$ cat src/verilog/tfi_id_regs.vh
/*
  tfi_id_regs.vh: offsets, field positions and reset values of the trace
  unit feature identification bank and its companion control registers.
  Assumes it is included once per module by its bare name.
*/
`ifndef TFI_ID_REGS_VH
`define TFI_ID_REGS_VH

// word offsets on the register port (byte addresses)
`define TFI_OFF_FEATURE   8'h00
`define TFI_OFF_RESOURCE  8'h04
`define TFI_OFF_PE_SEL    8'h08
`define TFI_OFF_STALL     8'h0c
`define TFI_OFF_SYNC      8'h10
`define TFI_OFF_VIEW      8'h14
`define TFI_OFF_ACCESS    8'h18
`define TFI_OFF_CC_THR    8'h1c

// feature word fields
`define TFI_F_PE_HI       30
`define TFI_F_PE_LO       28
`define TFI_F_SYS_STALL   27
`define TFI_F_STALL_REG   26
`define TFI_F_SYNC_FIX    25
`define TFI_F_ERR_TRC     24
`define TFI_F_NS_HI       23
`define TFI_F_NS_LO       20
`define TFI_F_S_HI        19
`define TFI_F_S_LO        16
`define TFI_F_CCMIN_HI    11
`define TFI_F_CCMIN_LO    0

// resource count word fields
`define TFI_R_VM_HI       31
`define TFI_R_VM_LO       28
`define TFI_R_CTX_HI      27
`define TFI_R_CTX_LO      24
`define TFI_R_SS_HI       23
`define TFI_R_SS_LO       20
`define TFI_R_RP_HI       19
`define TFI_R_RP_LO       16

// control register fields
`define TFI_C_PE_HI       2
`define TFI_C_PE_LO       0
`define TFI_C_STALL_EN    0
`define TFI_C_SYNC_HI     4
`define TFI_C_SYNC_LO     0
`define TFI_C_VIEW_ERR    7
`define TFI_C_ACC_S_HI    11
`define TFI_C_ACC_S_LO    8
`define TFI_C_ACC_NS_HI   15
`define TFI_C_ACC_NS_LO   12
`define TFI_C_THR_HI      11
`define TFI_C_THR_LO      0

// reset values and limits
`define TFI_ZERO32        32'h0000_0000
`define TFI_SYNC_RST      5'h08
`define TFI_CNT_MAX       4'h8
`define TFI_EL_NS_MASK    4'h7
`define TFI_EL_S_MASK     4'hb

`endif

$ cat src/verilog/tfi_id_bank.v
/*
  tfi_id_bank: read-only feature and resource identification words of a
  trace unit, plus the small control registers whose shape they describe.
  A small EL mask module, shared by the view and access fields, follows it.
  Assumes a synchronous register port on clk with one-cycle strobes and
  a master that never waits; all inputs are synchronous to clk.
*/
// Our own choices: the placing of the registers and strobed register access.
`timescale 1ns/1ps
`include "tfi_id_regs.vh"

// Notes on behaviour
// feature bits 30:28 hold traceable PE count minus one, one to eight
// PE select control never exceeds the implemented PE count field
// feature bit 27 is one when system can stall the PE
// stall works only when system stall and stall register bits are set
// feature bit 26 is one when the stall control register exists
// feature bit 25 zero for writable sync period, one when fixed
// feature bit 24 is one when error-trace control bit exists
// bits 23:20 non-secure EL0..EL2 support; bit 23 reads zero
// EL bits in access type and view control exist only if supported
// bits 19:16 secure EL0, EL1, EL3 support; bit 18 reads zero
// bits 11:0 give least programmable cycle count threshold
// minimum threshold at least one with cycle counting, else zero
// resource bits 31:28 VMID comparator count, zero to eight
// resource bits 27:24 context comparator count, zero to eight
// resource bits 23:20 single-shot control count, zero to eight
// both identification words are 32-bit constants, read-only
// resource bits 19:16 resource pair count minus one, one to sixteen
// reads have no side effect; writes to identification words ignored
module tfi_id_bank #(
  parameter PE_COUNT      = 1,
  parameter SYS_STALL     = 1,
  parameter STALL_REG     = 1,
  parameter SYNC_FIXED    = 0,
  parameter ERR_TRACE     = 1,
  parameter [3:0] NS_EL   = 4'h7,
  parameter [3:0] S_EL    = 4'hb,
  parameter CC_IMPL       = 1,
  parameter [11:0] CC_MIN = 12'h001,
  parameter VM_CMP        = 0,
  parameter CTX_CMP       = 0,
  parameter SS_CTL        = 0,
  parameter RES_PAIRS     = 1
) (
  // clock, reset, enable
  input  wire        clk,
  input  wire        rst_b,
  input  wire        ce,
  // register port
  input  wire [7:0]  addr,
  input  wire [31:0] wdata,
  input  wire        wr_en,
  input  wire        rd_en,
  output reg  [31:0] rd_data_q,
  // control state toward the trace logic
  output reg  [2:0]  pe_select_q,
  output reg         stall_enable_q,
  output reg         stall_active_q,
  output reg  [4:0]  sync_period_q,
  output reg         error_trace_en_q,
  output reg  [3:0]  view_el_s_q,
  output reg  [3:0]  view_el_ns_q,
  output reg  [3:0]  acc_el_s_q,
  output reg  [3:0]  acc_el_ns_q,
  output reg  [11:0] cc_threshold_q
);

  // integer copies so each field takes an explicit slice, never a silent cut
  localparam integer PE_M1 = PE_COUNT - 1;
  localparam integer RP_M1 = RES_PAIRS - 1;
  localparam integer VM_I  = VM_CMP;
  localparam integer CTX_I = CTX_CMP;
  localparam integer SS_I  = SS_CTL;

  // settings above range saturate to the largest legal code; PE and pair counts below one give zero
  localparam [2:0] PE_FIELD = (PE_COUNT < 1) ? 3'h0 :
                              (PE_COUNT > 8) ? 3'h7 : PE_M1[2:0];
  localparam [3:0] VM_FIELD  = (VM_CMP  > 8) ? `TFI_CNT_MAX : VM_I[3:0];
  localparam [3:0] CTX_FIELD = (CTX_CMP > 8) ? `TFI_CNT_MAX : CTX_I[3:0];
  localparam [3:0] SS_FIELD  = (SS_CTL  > 8) ? `TFI_CNT_MAX : SS_I[3:0];
  localparam [3:0] RP_FIELD  = (RES_PAIRS < 1)  ? 4'h0 :
                               (RES_PAIRS > 16) ? 4'hf : RP_M1[3:0];
  localparam [11:0] CC_FIELD = (CC_IMPL == 0) ? 12'h000 :
                               (CC_MIN == 12'h000) ? 12'h001 : CC_MIN;
  localparam [3:0] NS_FIELD  = NS_EL & `TFI_EL_NS_MASK;
  localparam [3:0] S_FIELD   = S_EL & `TFI_EL_S_MASK;
  localparam       STALL_OK  = (SYS_STALL != 0) && (STALL_REG != 0);

  reg [31:0] feature_w;
  reg [31:0] resource_w;
  reg [31:0] rd_mux;
  reg [2:0]  pe_wr;
  reg [11:0] thr_wr;
  wire [3:0] view_s_kept;
  wire [3:0] view_ns_kept;
  wire [3:0] acc_s_kept;
  wire [3:0] acc_ns_kept;

  // one mask per EL field
  tfi_el_mask #(
    .SUPPORT (S_FIELD)
  ) view_s_mask (
    .raw  (wdata[`TFI_F_S_HI:`TFI_F_S_LO]),
    .kept (view_s_kept)
  );

  tfi_el_mask #(
    .SUPPORT (NS_FIELD)
  ) view_ns_mask (
    .raw  (wdata[`TFI_F_NS_HI:`TFI_F_NS_LO]),
    .kept (view_ns_kept)
  );

  tfi_el_mask #(
    .SUPPORT (S_FIELD)
  ) acc_s_mask (
    .raw  (wdata[`TFI_C_ACC_S_HI:`TFI_C_ACC_S_LO]),
    .kept (acc_s_kept)
  );

  tfi_el_mask #(
    .SUPPORT (NS_FIELD)
  ) acc_ns_mask (
    .raw  (wdata[`TFI_C_ACC_NS_HI:`TFI_C_ACC_NS_LO]),
    .kept (acc_ns_kept)
  );

  // constant feature word
  always @* begin
    feature_w = `TFI_ZERO32;
    // PE count field
    feature_w[`TFI_F_PE_HI:`TFI_F_PE_LO] = PE_FIELD;
    // system stall bit
    feature_w[`TFI_F_SYS_STALL] = (SYS_STALL != 0);
    // stall register present
    feature_w[`TFI_F_STALL_REG] = (STALL_REG != 0);
    // fixed sync period
    feature_w[`TFI_F_SYNC_FIX] = (SYNC_FIXED != 0);
    // error-trace control
    feature_w[`TFI_F_ERR_TRC] = (ERR_TRACE != 0);
    // non-secure EL, top bit masked
    feature_w[`TFI_F_NS_HI:`TFI_F_NS_LO] = NS_FIELD;
    // secure EL, bit 18 masked
    feature_w[`TFI_F_S_HI:`TFI_F_S_LO] = S_FIELD;
    // minimum threshold
    feature_w[`TFI_F_CCMIN_HI:`TFI_F_CCMIN_LO] = CC_FIELD;
  end

  // constant resource count word
  always @* begin
    resource_w = `TFI_ZERO32;
    // VMID comparators
    resource_w[`TFI_R_VM_HI:`TFI_R_VM_LO] = VM_FIELD;
    // context comparators
    resource_w[`TFI_R_CTX_HI:`TFI_R_CTX_LO] = CTX_FIELD;
    // single-shot controls
    resource_w[`TFI_R_SS_HI:`TFI_R_SS_LO] = SS_FIELD;
    // resource pairs minus one
    resource_w[`TFI_R_RP_HI:`TFI_R_RP_LO] = RP_FIELD;
  end

  // read mux; unmapped addresses read zero
  always @* begin
    rd_mux = `TFI_ZERO32;
    case (addr)
      `TFI_OFF_FEATURE: begin
        rd_mux = feature_w;
      end
      `TFI_OFF_RESOURCE: begin
        rd_mux = resource_w;
      end
      `TFI_OFF_PE_SEL: begin
        rd_mux[`TFI_C_PE_HI:`TFI_C_PE_LO] = pe_select_q;
      end
      `TFI_OFF_STALL: begin
        rd_mux[`TFI_C_STALL_EN] = stall_enable_q;
      end
      `TFI_OFF_SYNC: begin
        rd_mux[`TFI_C_SYNC_HI:`TFI_C_SYNC_LO] = sync_period_q;
      end
      `TFI_OFF_VIEW: begin
        rd_mux[`TFI_C_VIEW_ERR] = error_trace_en_q;
        rd_mux[`TFI_F_S_HI:`TFI_F_S_LO] = view_el_s_q;
        rd_mux[`TFI_F_NS_HI:`TFI_F_NS_LO] = view_el_ns_q;
      end
      `TFI_OFF_ACCESS: begin
        rd_mux[`TFI_C_ACC_S_HI:`TFI_C_ACC_S_LO] = acc_el_s_q;
        rd_mux[`TFI_C_ACC_NS_HI:`TFI_C_ACC_NS_LO] = acc_el_ns_q;
      end
      `TFI_OFF_CC_THR: begin
        rd_mux[`TFI_C_THR_HI:`TFI_C_THR_LO] = cc_threshold_q;
      end
      default: begin
        rd_mux = `TFI_ZERO32;
      end
    endcase
  end

  // clamp PE select to count
  always @* begin
    pe_wr = wdata[`TFI_C_PE_HI:`TFI_C_PE_LO];
    if (pe_wr > PE_FIELD) begin
      pe_wr = PE_FIELD;
    end
  end

  // threshold not below minimum
  always @* begin
    thr_wr = wdata[`TFI_C_THR_HI:`TFI_C_THR_LO];
    if (CC_IMPL == 0) begin
      thr_wr = 12'h000;
    end else if (thr_wr < CC_FIELD) begin
      thr_wr = CC_FIELD;
    end
  end

  // read data stands from the strobe until the next enabled cycle
  always @(posedge clk) begin
    if (!rst_b) begin
      rd_data_q <= `TFI_ZERO32;
    end else if (ce) begin
      // reads only sample, no side effects
      if (rd_en) begin
        rd_data_q <= rd_mux;
      end else begin
        rd_data_q <= `TFI_ZERO32;
      end
    end
  end

  // control registers; writes to the id words fall through untouched
  always @(posedge clk) begin
    if (!rst_b) begin
      pe_select_q      <= 3'h0;
      stall_enable_q   <= 1'b0;
      sync_period_q    <= `TFI_SYNC_RST;
      error_trace_en_q <= 1'b0;
      view_el_s_q      <= 4'h0;
      view_el_ns_q     <= 4'h0;
      acc_el_s_q       <= 4'h0;
      acc_el_ns_q      <= 4'h0;
      cc_threshold_q   <= CC_FIELD;
    end else if (ce && wr_en) begin
      case (addr)
        `TFI_OFF_PE_SEL: begin
          // bounded selection
          pe_select_q <= pe_wr;
        end
        `TFI_OFF_STALL: begin
          // absent register ignores writes
          if (STALL_REG != 0) begin
            stall_enable_q <= wdata[`TFI_C_STALL_EN];
          end
        end
        `TFI_OFF_SYNC: begin
          // fixed period is read-only
          if (SYNC_FIXED == 0) begin
            sync_period_q <= wdata[`TFI_C_SYNC_HI:`TFI_C_SYNC_LO];
          end
        end
        `TFI_OFF_VIEW: begin
          // error bit only if implemented
          error_trace_en_q <= wdata[`TFI_C_VIEW_ERR] & (ERR_TRACE != 0);
          // unsupported EL bits stay zero
          view_el_s_q  <= view_s_kept;
          view_el_ns_q <= view_ns_kept;
        end
        `TFI_OFF_ACCESS: begin
          // access type EL masking
          acc_el_s_q  <= acc_s_kept;
          acc_el_ns_q <= acc_ns_kept;
        end
        `TFI_OFF_CC_THR: begin
          // threshold held at or above minimum
          cc_threshold_q <= thr_wr;
        end
        default: begin
          // id words and holes ignore writes
          pe_select_q <= pe_select_q;
        end
      endcase
    end
  end

  // stall needs both capability bits
  always @(posedge clk) begin
    if (!rst_b) begin
      stall_active_q <= 1'b0;
    end else if (ce) begin
      // registered so the output comes from a flop; one cycle behind enable
      stall_active_q <= stall_enable_q & STALL_OK;
    end
  end

endmodule

// keeps only the EL bits the implementation supports
module tfi_el_mask #(
  parameter [3:0] SUPPORT = 4'h0
) (
  // requested EL bits
  input  wire [3:0] raw,
  // supported subset
  output wire [3:0] kept
);

  // unsupported EL bits read as zero
  assign kept = raw & SUPPORT;

endmodule

$ cat config.mk
export PLATFORM = sky130hd
export DESIGN_NAME = tfi_id_bank
export DESIGN_NICKNAME = d
export VERILOG_FILES = /design/src/verilog/tfi_id_bank.v
export VERILOG_INCLUDE_DIRS = /design/src /design/src/verilog
export SDC_FILE = /design/constraint.sdc
export NUM_CORES = 1
export LEC_CHECK = 0
export BUFFER_PORTS_ARGS = -buffer_cell sky130_fd_sc_hd__clkbuf_2
export CAP_MARGIN = 20
export CELL_PAD_IN_SITES_DETAIL_PLACEMENT = 2
export CELL_PAD_IN_SITES_GLOBAL_PLACEMENT = 2
export CORE_AREA = 2 2 97 99
export CTS_BUF_LIST = sky130_fd_sc_hd__clkbuf_2 sky130_fd_sc_hd__clkbuf_4 sky130_fd_sc_hd__clkbuf_8
export DETAILED_ROUTE_END_ITERATION = 8
export DIE_AREA = 0 0 99 101
export HOLD_SLACK_MARGIN = 0.06
export PLACE_DENSITY_LB_ADDON = 0.1
export SETUP_SLACK_MARGIN = 0.15
export SLEW_MARGIN = 20
export SYNTH_ARGS = -nofsm -noshare
export SYNTH_HDL_FRONTEND = slang
export SYNTH_SLANG_ARGS = --single-unit
$ cat constraint.sdc
create_clock -name clk -period 2.85 [get_ports clk]
set_clock_uncertainty 0.15 [all_clocks]
set_input_delay 0.57 -clock clk [delete_from_list [all_inputs] [get_ports clk]]
set_output_delay 0.57 -clock clk [all_outputs]
set_load 0.005 [all_outputs]
# Yosys cells after proc, flatten, opt, wreduce, memory -nomap -nowiden
# Cells that the tools add are included.
# classes
magnitude_cmp,2
eq_ne,6
n_mux,12
n_reduce_logical,8
# ops
op,count
$eq A8 B5 Y1 const B,4
$mux W32,1
$eq A8 B4 Y1 const B,2
$pmux W7 S2,1
$lt A12 B1 Y1 const B,1
$mux W12,1
$reduce_and A2 Y1,6
$logic_not A8 Y1,1
$pmux W4 S2,1
$mux W3,2
$pmux W2 S3,1
$pmux W1 S5,1
$mux W4,1
$pmux W2 S2,1
$gt A3 B1 Y1 const B,1
$mux W2,1
$pmux W1 S2,1
$logic_and A1 B1 Y1,1
# word_totals
regBits,67
in_bits,45
out_inout_bits,71

# Logic depth before layout (Yosys ltp)
# logic_depth
ltp_word,3
depth_mapped,6
ltp_nobuf,4

# By module
# A second synthesis with hierarchy kept.
# unflattened
cells_unflattened,289
area_unflattened_um2,2756.4
# by_module_without_submodules
mod,instances,cells_per_inst,area_per_inst_um2
tfi_id_bank,1,269,2621.3
tfi_el_mask,4,5,33.8

# Worst setup path after synthesis
# Ideal clock, no wire load.
# synth_path
path_type,input to register
start,in addr[3]
end,reg acc_el_ns_q[0]
setup_ns,0.119
arrival_ns,1.565
t_required_ns,2.581
slack_ns,1.015
path_stages,6
path_buffers,2
cell_sequence,buf_2 -> nor4b_4 -> nand4_1 -> buf_2 -> nand3_1 -> o21ai_1
# synth_between
elab_chain_len,2
# synth_rtl
element,line_no,source
from (decl),tfi_id_bank.v:51,"input wire [7:0] addr,"
$eq A8 B5 Y1,tfi_id_bank.v:245,case (addr)
$reduce_and A2 Y1 (no source line),-,
to (signal assigned),tfi_id_bank.v:272,acc_el_ns_q <= acc_ns_kept;
to (decl),tfi_id_bank.v:65,"output reg [3:0] acc_el_ns_q,"
# Every way passes these cells.
# A chain may end at the register's enable or synchronous reset.

# Worst setup path in the final report
# layout_path
start,in addr[5]
end,reg rd_data_q[4]
# layout_between
elab_chain_len,3
word_cells_on_any_way,4
classes_between,2 x eq/ne; 2 x mux
# layout_rtl
element,line_no,source
$eq A8 B5 Y1,tfi_id_bank.v:166,case (addr)
$pmux W2 S2 *,tfi_id_bank.v:166,
$mux W32 *,tfi_id_bank.v:224,if (rd_en) begin
to (signal assigned),tfi_id_bank.v:221,rd_data_q <= `TFI_ZERO32;
to (signal assigned),tfi_id_bank.v:225,rd_data_q <= rd_mux;
to (signal assigned),tfi_id_bank.v:227,rd_data_q <= `TFI_ZERO32;
to (decl),tfi_id_bank.v:55,"output reg [31:0] rd_data_q,"
# Mark *: on every way between the ends. The rest lies on a longest branch, timed or not.

==> results list <==
* Area of the multi-input gates: 1180 sq um
- Die boundary width: 99 um
- TritonCTS sink count: 57
- During synthesis, Yosys emitted a total of 0 warnings.
* Max Buffers Root-to-Sink: 2
* Maximum frequency from static timing analysis: 507 MHz
- Counting the fill cells in the layout gives 1032.
- Slowest Stage Delay on Critical Path: 0.63 ns
* DRC violation count after routing: 0
- Synthesized netlist cell count: 272
- The core region is 8980 sq um.
- Slew Limit Headroom: 55.9%
- The largest individual stage delay along the critical path comes from the cell sky130_fd_sc_hd__nor4b_4.
* Aggregate global routing overflow: 0
- First-pass GRT wire length: 12700 um
- After detailed placement, the total cell area comes to 2990 sq um.
* CP required: 2.96 ns
* Actual transition at the worst max-transition pin: 0.658 ns
* Clock buffers created by TritonCTS: 9
- Final number of max-transition violations: 0
- For this design the top-level I/O count stands at 116.
* MaxCap Viol Count: 0
- Diode insertion count for antenna repair: 0
- Post-CTS setup-driven buffer insertion count: 0
* Post-DR vias/cell: 5.01
* Clock Root Buffer: sky130_fd_sc_hd__clkbuf_8
- Growth of design area from synthesis to finish: 27.4%
- Setup repair after global routing left no endpoint under its margin.
* Die Span Y: 101 um
- For this design the ratio of total power to cell area is 537 nW/um^2.
- Post-CTS Hold Buffers: 0
* Setup tns final: 0 ns
- Number of endpoints failing setup at the final stage: 0
* NumNets Final: 401
- Site Rows: 35
- Proportion of synthesized flip-flops having asynchronous set or reset: 0%
* Register area: 1140 sq um
- Global routing used 16.6% of the available tracks across all layers.
- 1st-iter DRT viols: 76
* Yosys reg bits: 57
- Total standard cell area after synthesis: 2510 sq um
- With fillers left out, the area of the finished cells amounts to 3200 sq um.
- Share of cells above drive strength 1: 33.9%
* Die area: 10000 sq um
- The number of gates resized after CTS was 0.
* DPL Wire Length: 5750 um
- At the later pin of the worst-skew pair, clock insertion delay measures 0.33 ns.
- Delay-heaviest family, CP: simple AND/OR/NAND/NOR gates
- Mean post-synth cell area: 9.25 sq um
- Number of standard cells in the layout, taps in and fillers out: 471
- Critical path class: input pin to flip-flop
* CP bufs+invs: 2
* Sequential area share after synthesis: 45.4%
* Final period demand of the worst path: 1.97 ns
- Static leakage: 1.37 nW
- Hold violation total from the final report: 0
- The number of antenna violations at the first check in global routing was 0.
* Initial Util: 28.0%
- The pre-antenna-repair detailed-routing pass consisted of 4 iterations.
- The tightest min-delay check is of the input pin to flip-flop type.
- Counting distinct cell types in the post-synthesis netlist gives 41.
- Routed len/inst: 16.7 um
- Leading register cell type out of synthesis: sky130_fd_sc_hd__dfxtp_1
- Run status: complete, no violations
- Along the worst path, the maximum fanout reaches 9.
- Setup slack at placement: 0.498 ns
- Maximum number of pins on one net before global-route repair: 55
- The detail route stage leaves a number of antenna-violating nets equal to 0.
- Last weighted congestion value of the routability-driven placer: 0.697
- Number of global-route vias before repair: 2431
- After detailed placement, the design holds a cell count of 456.
- After layout, the design draws a total of 0.00172 W.
* Maximum VDD drop: 0.201 mV
* CTS tree: built
- Critical-path cell list: clkbuf_2 > nor4b_4 > buf_4 > nand4_1 > o21ai_0
- Clock-pin slew was measured on the worst setup and hold paths at 0.07 ns.
- Total number of vias: 2358
- Number of H-tree levels: 3
- STA classifies the critical path endpoint as a flip-flop.
- The routed design has 7860 um of wire.
- STA classifies the critical path startpoint as an input pin.
- Setup slack on the critical path of the routed design comes to 0.877 ns.
- Counting flops with a built-in enable in the synthesized netlist gives 0.
- Crit share post-route: 69.2%
- PortBufs: 92
- At the worst endpoint, the arrival time is 2.08 ns.
==> cell families after synthesis <==
| group | share of synthesized area, % |
|---|---|
| buffers and inverters | 9.30 |
| AND/OR/NAND/NOR | 26.8 |
| flip-flops | 45.4 |
| other | 0.149 |
| XOR/XNOR | 0.348 |
| AO/OA/AOI/OAI | 17.3 |
| multiplexers | 0.796 |
==> worst register-to-register path, delay by kind of cell, from the launching register on <==
family	cells	cell delay, ns
compound gates	2	0.54
flops	1	0.37
buf+inv	1	0.06
==> registers in the layout (all words and copies together) (netlist names) <==
register	cells
view_el_ns_q	3
stall_active_q	1
acc_el_ns_q	3
rd_data_q	22
stall_enable_q	1
error_trace_en_q	1
sync_period_q	5
pe_select_q	3
acc_el_s_q	3
cc_threshold_q	12
view_el_s_q	3
==> where the power goes <==
group          switching, W  internal (W)  leakage [nW]
registers       0.000000340      0.000797         0.459
logic             0.0000722     0.0000379         0.801
clock network      0.000319      0.000493         0.112
==> layer usage <==
layer | GRT usage (%) | up-vias | share of wire [%]
li1 | - | 1131 | -
met1 | 21.3 | 1153 | 45
met2 | 26.3 | 68 | 48
met3 | 4.30 | 6 | 5.6
met4 | 6.95 | 0 | 1.2
met5 | 0 | - | 0
==> cell type report <==
class | instances | share of cell area (%)
Sequential cell | 57 | 35.6
Timing Repair Buffer | 98 | 16.2
Clock buffer | 13 | 5.58
Inverter | 3 | 0.351
Tap cell | 111 | 4.33
Clock inverter | 2 | 1.09
Multi-Input combinational cell | 187 | 36.9
==> Yosys cell counts, types with 2 or more instances <==
cell	n	area [sq um]
sky130_fd_sc_hd__a221oi_1	6	52.6
sky130_fd_sc_hd__o21ai_1	18	90.1
sky130_fd_sc_hd__nand3_1	32	160
sky130_fd_sc_hd__and2_1	7	43.8
sky130_fd_sc_hd__buf_1	3	11.3
sky130_fd_sc_hd__and3_1	4	25.0
sky130_fd_sc_hd__clkbuf_1	7	26.3
sky130_fd_sc_hd__nor4b_4	3	71.3
sky130_fd_sc_hd__nor2b_1	11	68.8
sky130_fd_sc_hd__nand4b_1	2	17.5
sky130_fd_sc_hd__a22oi_1	7	52.6
sky130_fd_sc_hd__nand4_1	3	18.8
sky130_fd_sc_hd__nand4_4	2	42.5
sky130_fd_sc_hd__inv_1	3	11.3
sky130_fd_sc_hd__o21ai_0	17	85.1
sky130_fd_sc_hd__dfxtp_1	57	1140
sky130_fd_sc_hd__and4_1	2	17.5
sky130_fd_sc_hd__a21oi_1	3	15.0
sky130_fd_sc_hd__nor2_1	3	11.3
sky130_fd_sc_hd__a22o_1	8	70.1
sky130_fd_sc_hd__o2bb2ai_1	2	17.5
sky130_fd_sc_hd__nand2_1	27	101
sky130_fd_sc_hd__buf_4	17	128
sky130_fd_sc_hd__mux2i_1	2	20.0
sky130_fd_sc_hd__nor4_1	2	12.5
sky130_fd_sc_hd__nor3_1	2	10.0
sky130_fd_sc_hd__buf_2	7	35.0
sky130_fd_sc_hd__buf_6	2	22.5
==> final timing paths <==
check	from	end	slack [ns]	cells after the start
worst max-delay path	addr[5]	rd_data_q[4]	0.88	5
worst min-delay path	wdata[20]	view_el_ns_q[0]	0.31	3
worst max register to register	sync_period_q[0]	rd_data_q[0]	1.65	3
worst min register to register	rd_data_q[3]	rd_data_q[3]	0.31	2
==> through the flow <==
step                      hold WS [ns]  util [%]
after global placement           0.294      33.3
after CTS                        0.290      35.7
final                            0.307      35.7
after detailed placement         0.304      33.3
after global routing             0.310      35.7
after floorplan                  0.299         -
==> placed cells by master (no fill, tap or decap), types with 2 or more instances in the layout <==
cell type / Yosys / final
sky130_fd_sc_hd__a21oi_1: 3 / 3
sky130_fd_sc_hd__a221oi_1: 6 / 6
sky130_fd_sc_hd__a22o_1: 8 / 8
sky130_fd_sc_hd__a22oi_1: 7 / 7
sky130_fd_sc_hd__and2_1: 7 / 7
sky130_fd_sc_hd__and3_1: 4 / 4
sky130_fd_sc_hd__and4_1: 2 / 2
sky130_fd_sc_hd__buf_4: 17 / 5
sky130_fd_sc_hd__clkbuf_2: 0 / 92
sky130_fd_sc_hd__clkbuf_8: 0 / 13
sky130_fd_sc_hd__conb_1: 1 / 12
sky130_fd_sc_hd__dfxtp_1: 57 / 57
sky130_fd_sc_hd__inv_1: 3 / 3
sky130_fd_sc_hd__mux2i_1: 2 / 2
sky130_fd_sc_hd__nand2_1: 27 / 27
sky130_fd_sc_hd__nand3_1: 32 / 32
sky130_fd_sc_hd__nand4_1: 3 / 3
sky130_fd_sc_hd__nand4_4: 2 / 2
sky130_fd_sc_hd__nand4b_1: 2 / 2
sky130_fd_sc_hd__nor2_1: 3 / 3
sky130_fd_sc_hd__nor2b_1: 11 / 11
sky130_fd_sc_hd__nor3_1: 2 / 2
sky130_fd_sc_hd__nor4_1: 2 / 2
sky130_fd_sc_hd__nor4b_4: 3 / 3
sky130_fd_sc_hd__o21ai_0: 17 / 17
sky130_fd_sc_hd__o21ai_1: 18 / 18
sky130_fd_sc_hd__o2bb2ai_1: 2 / 2
Power figures use the tool's default switching activity.
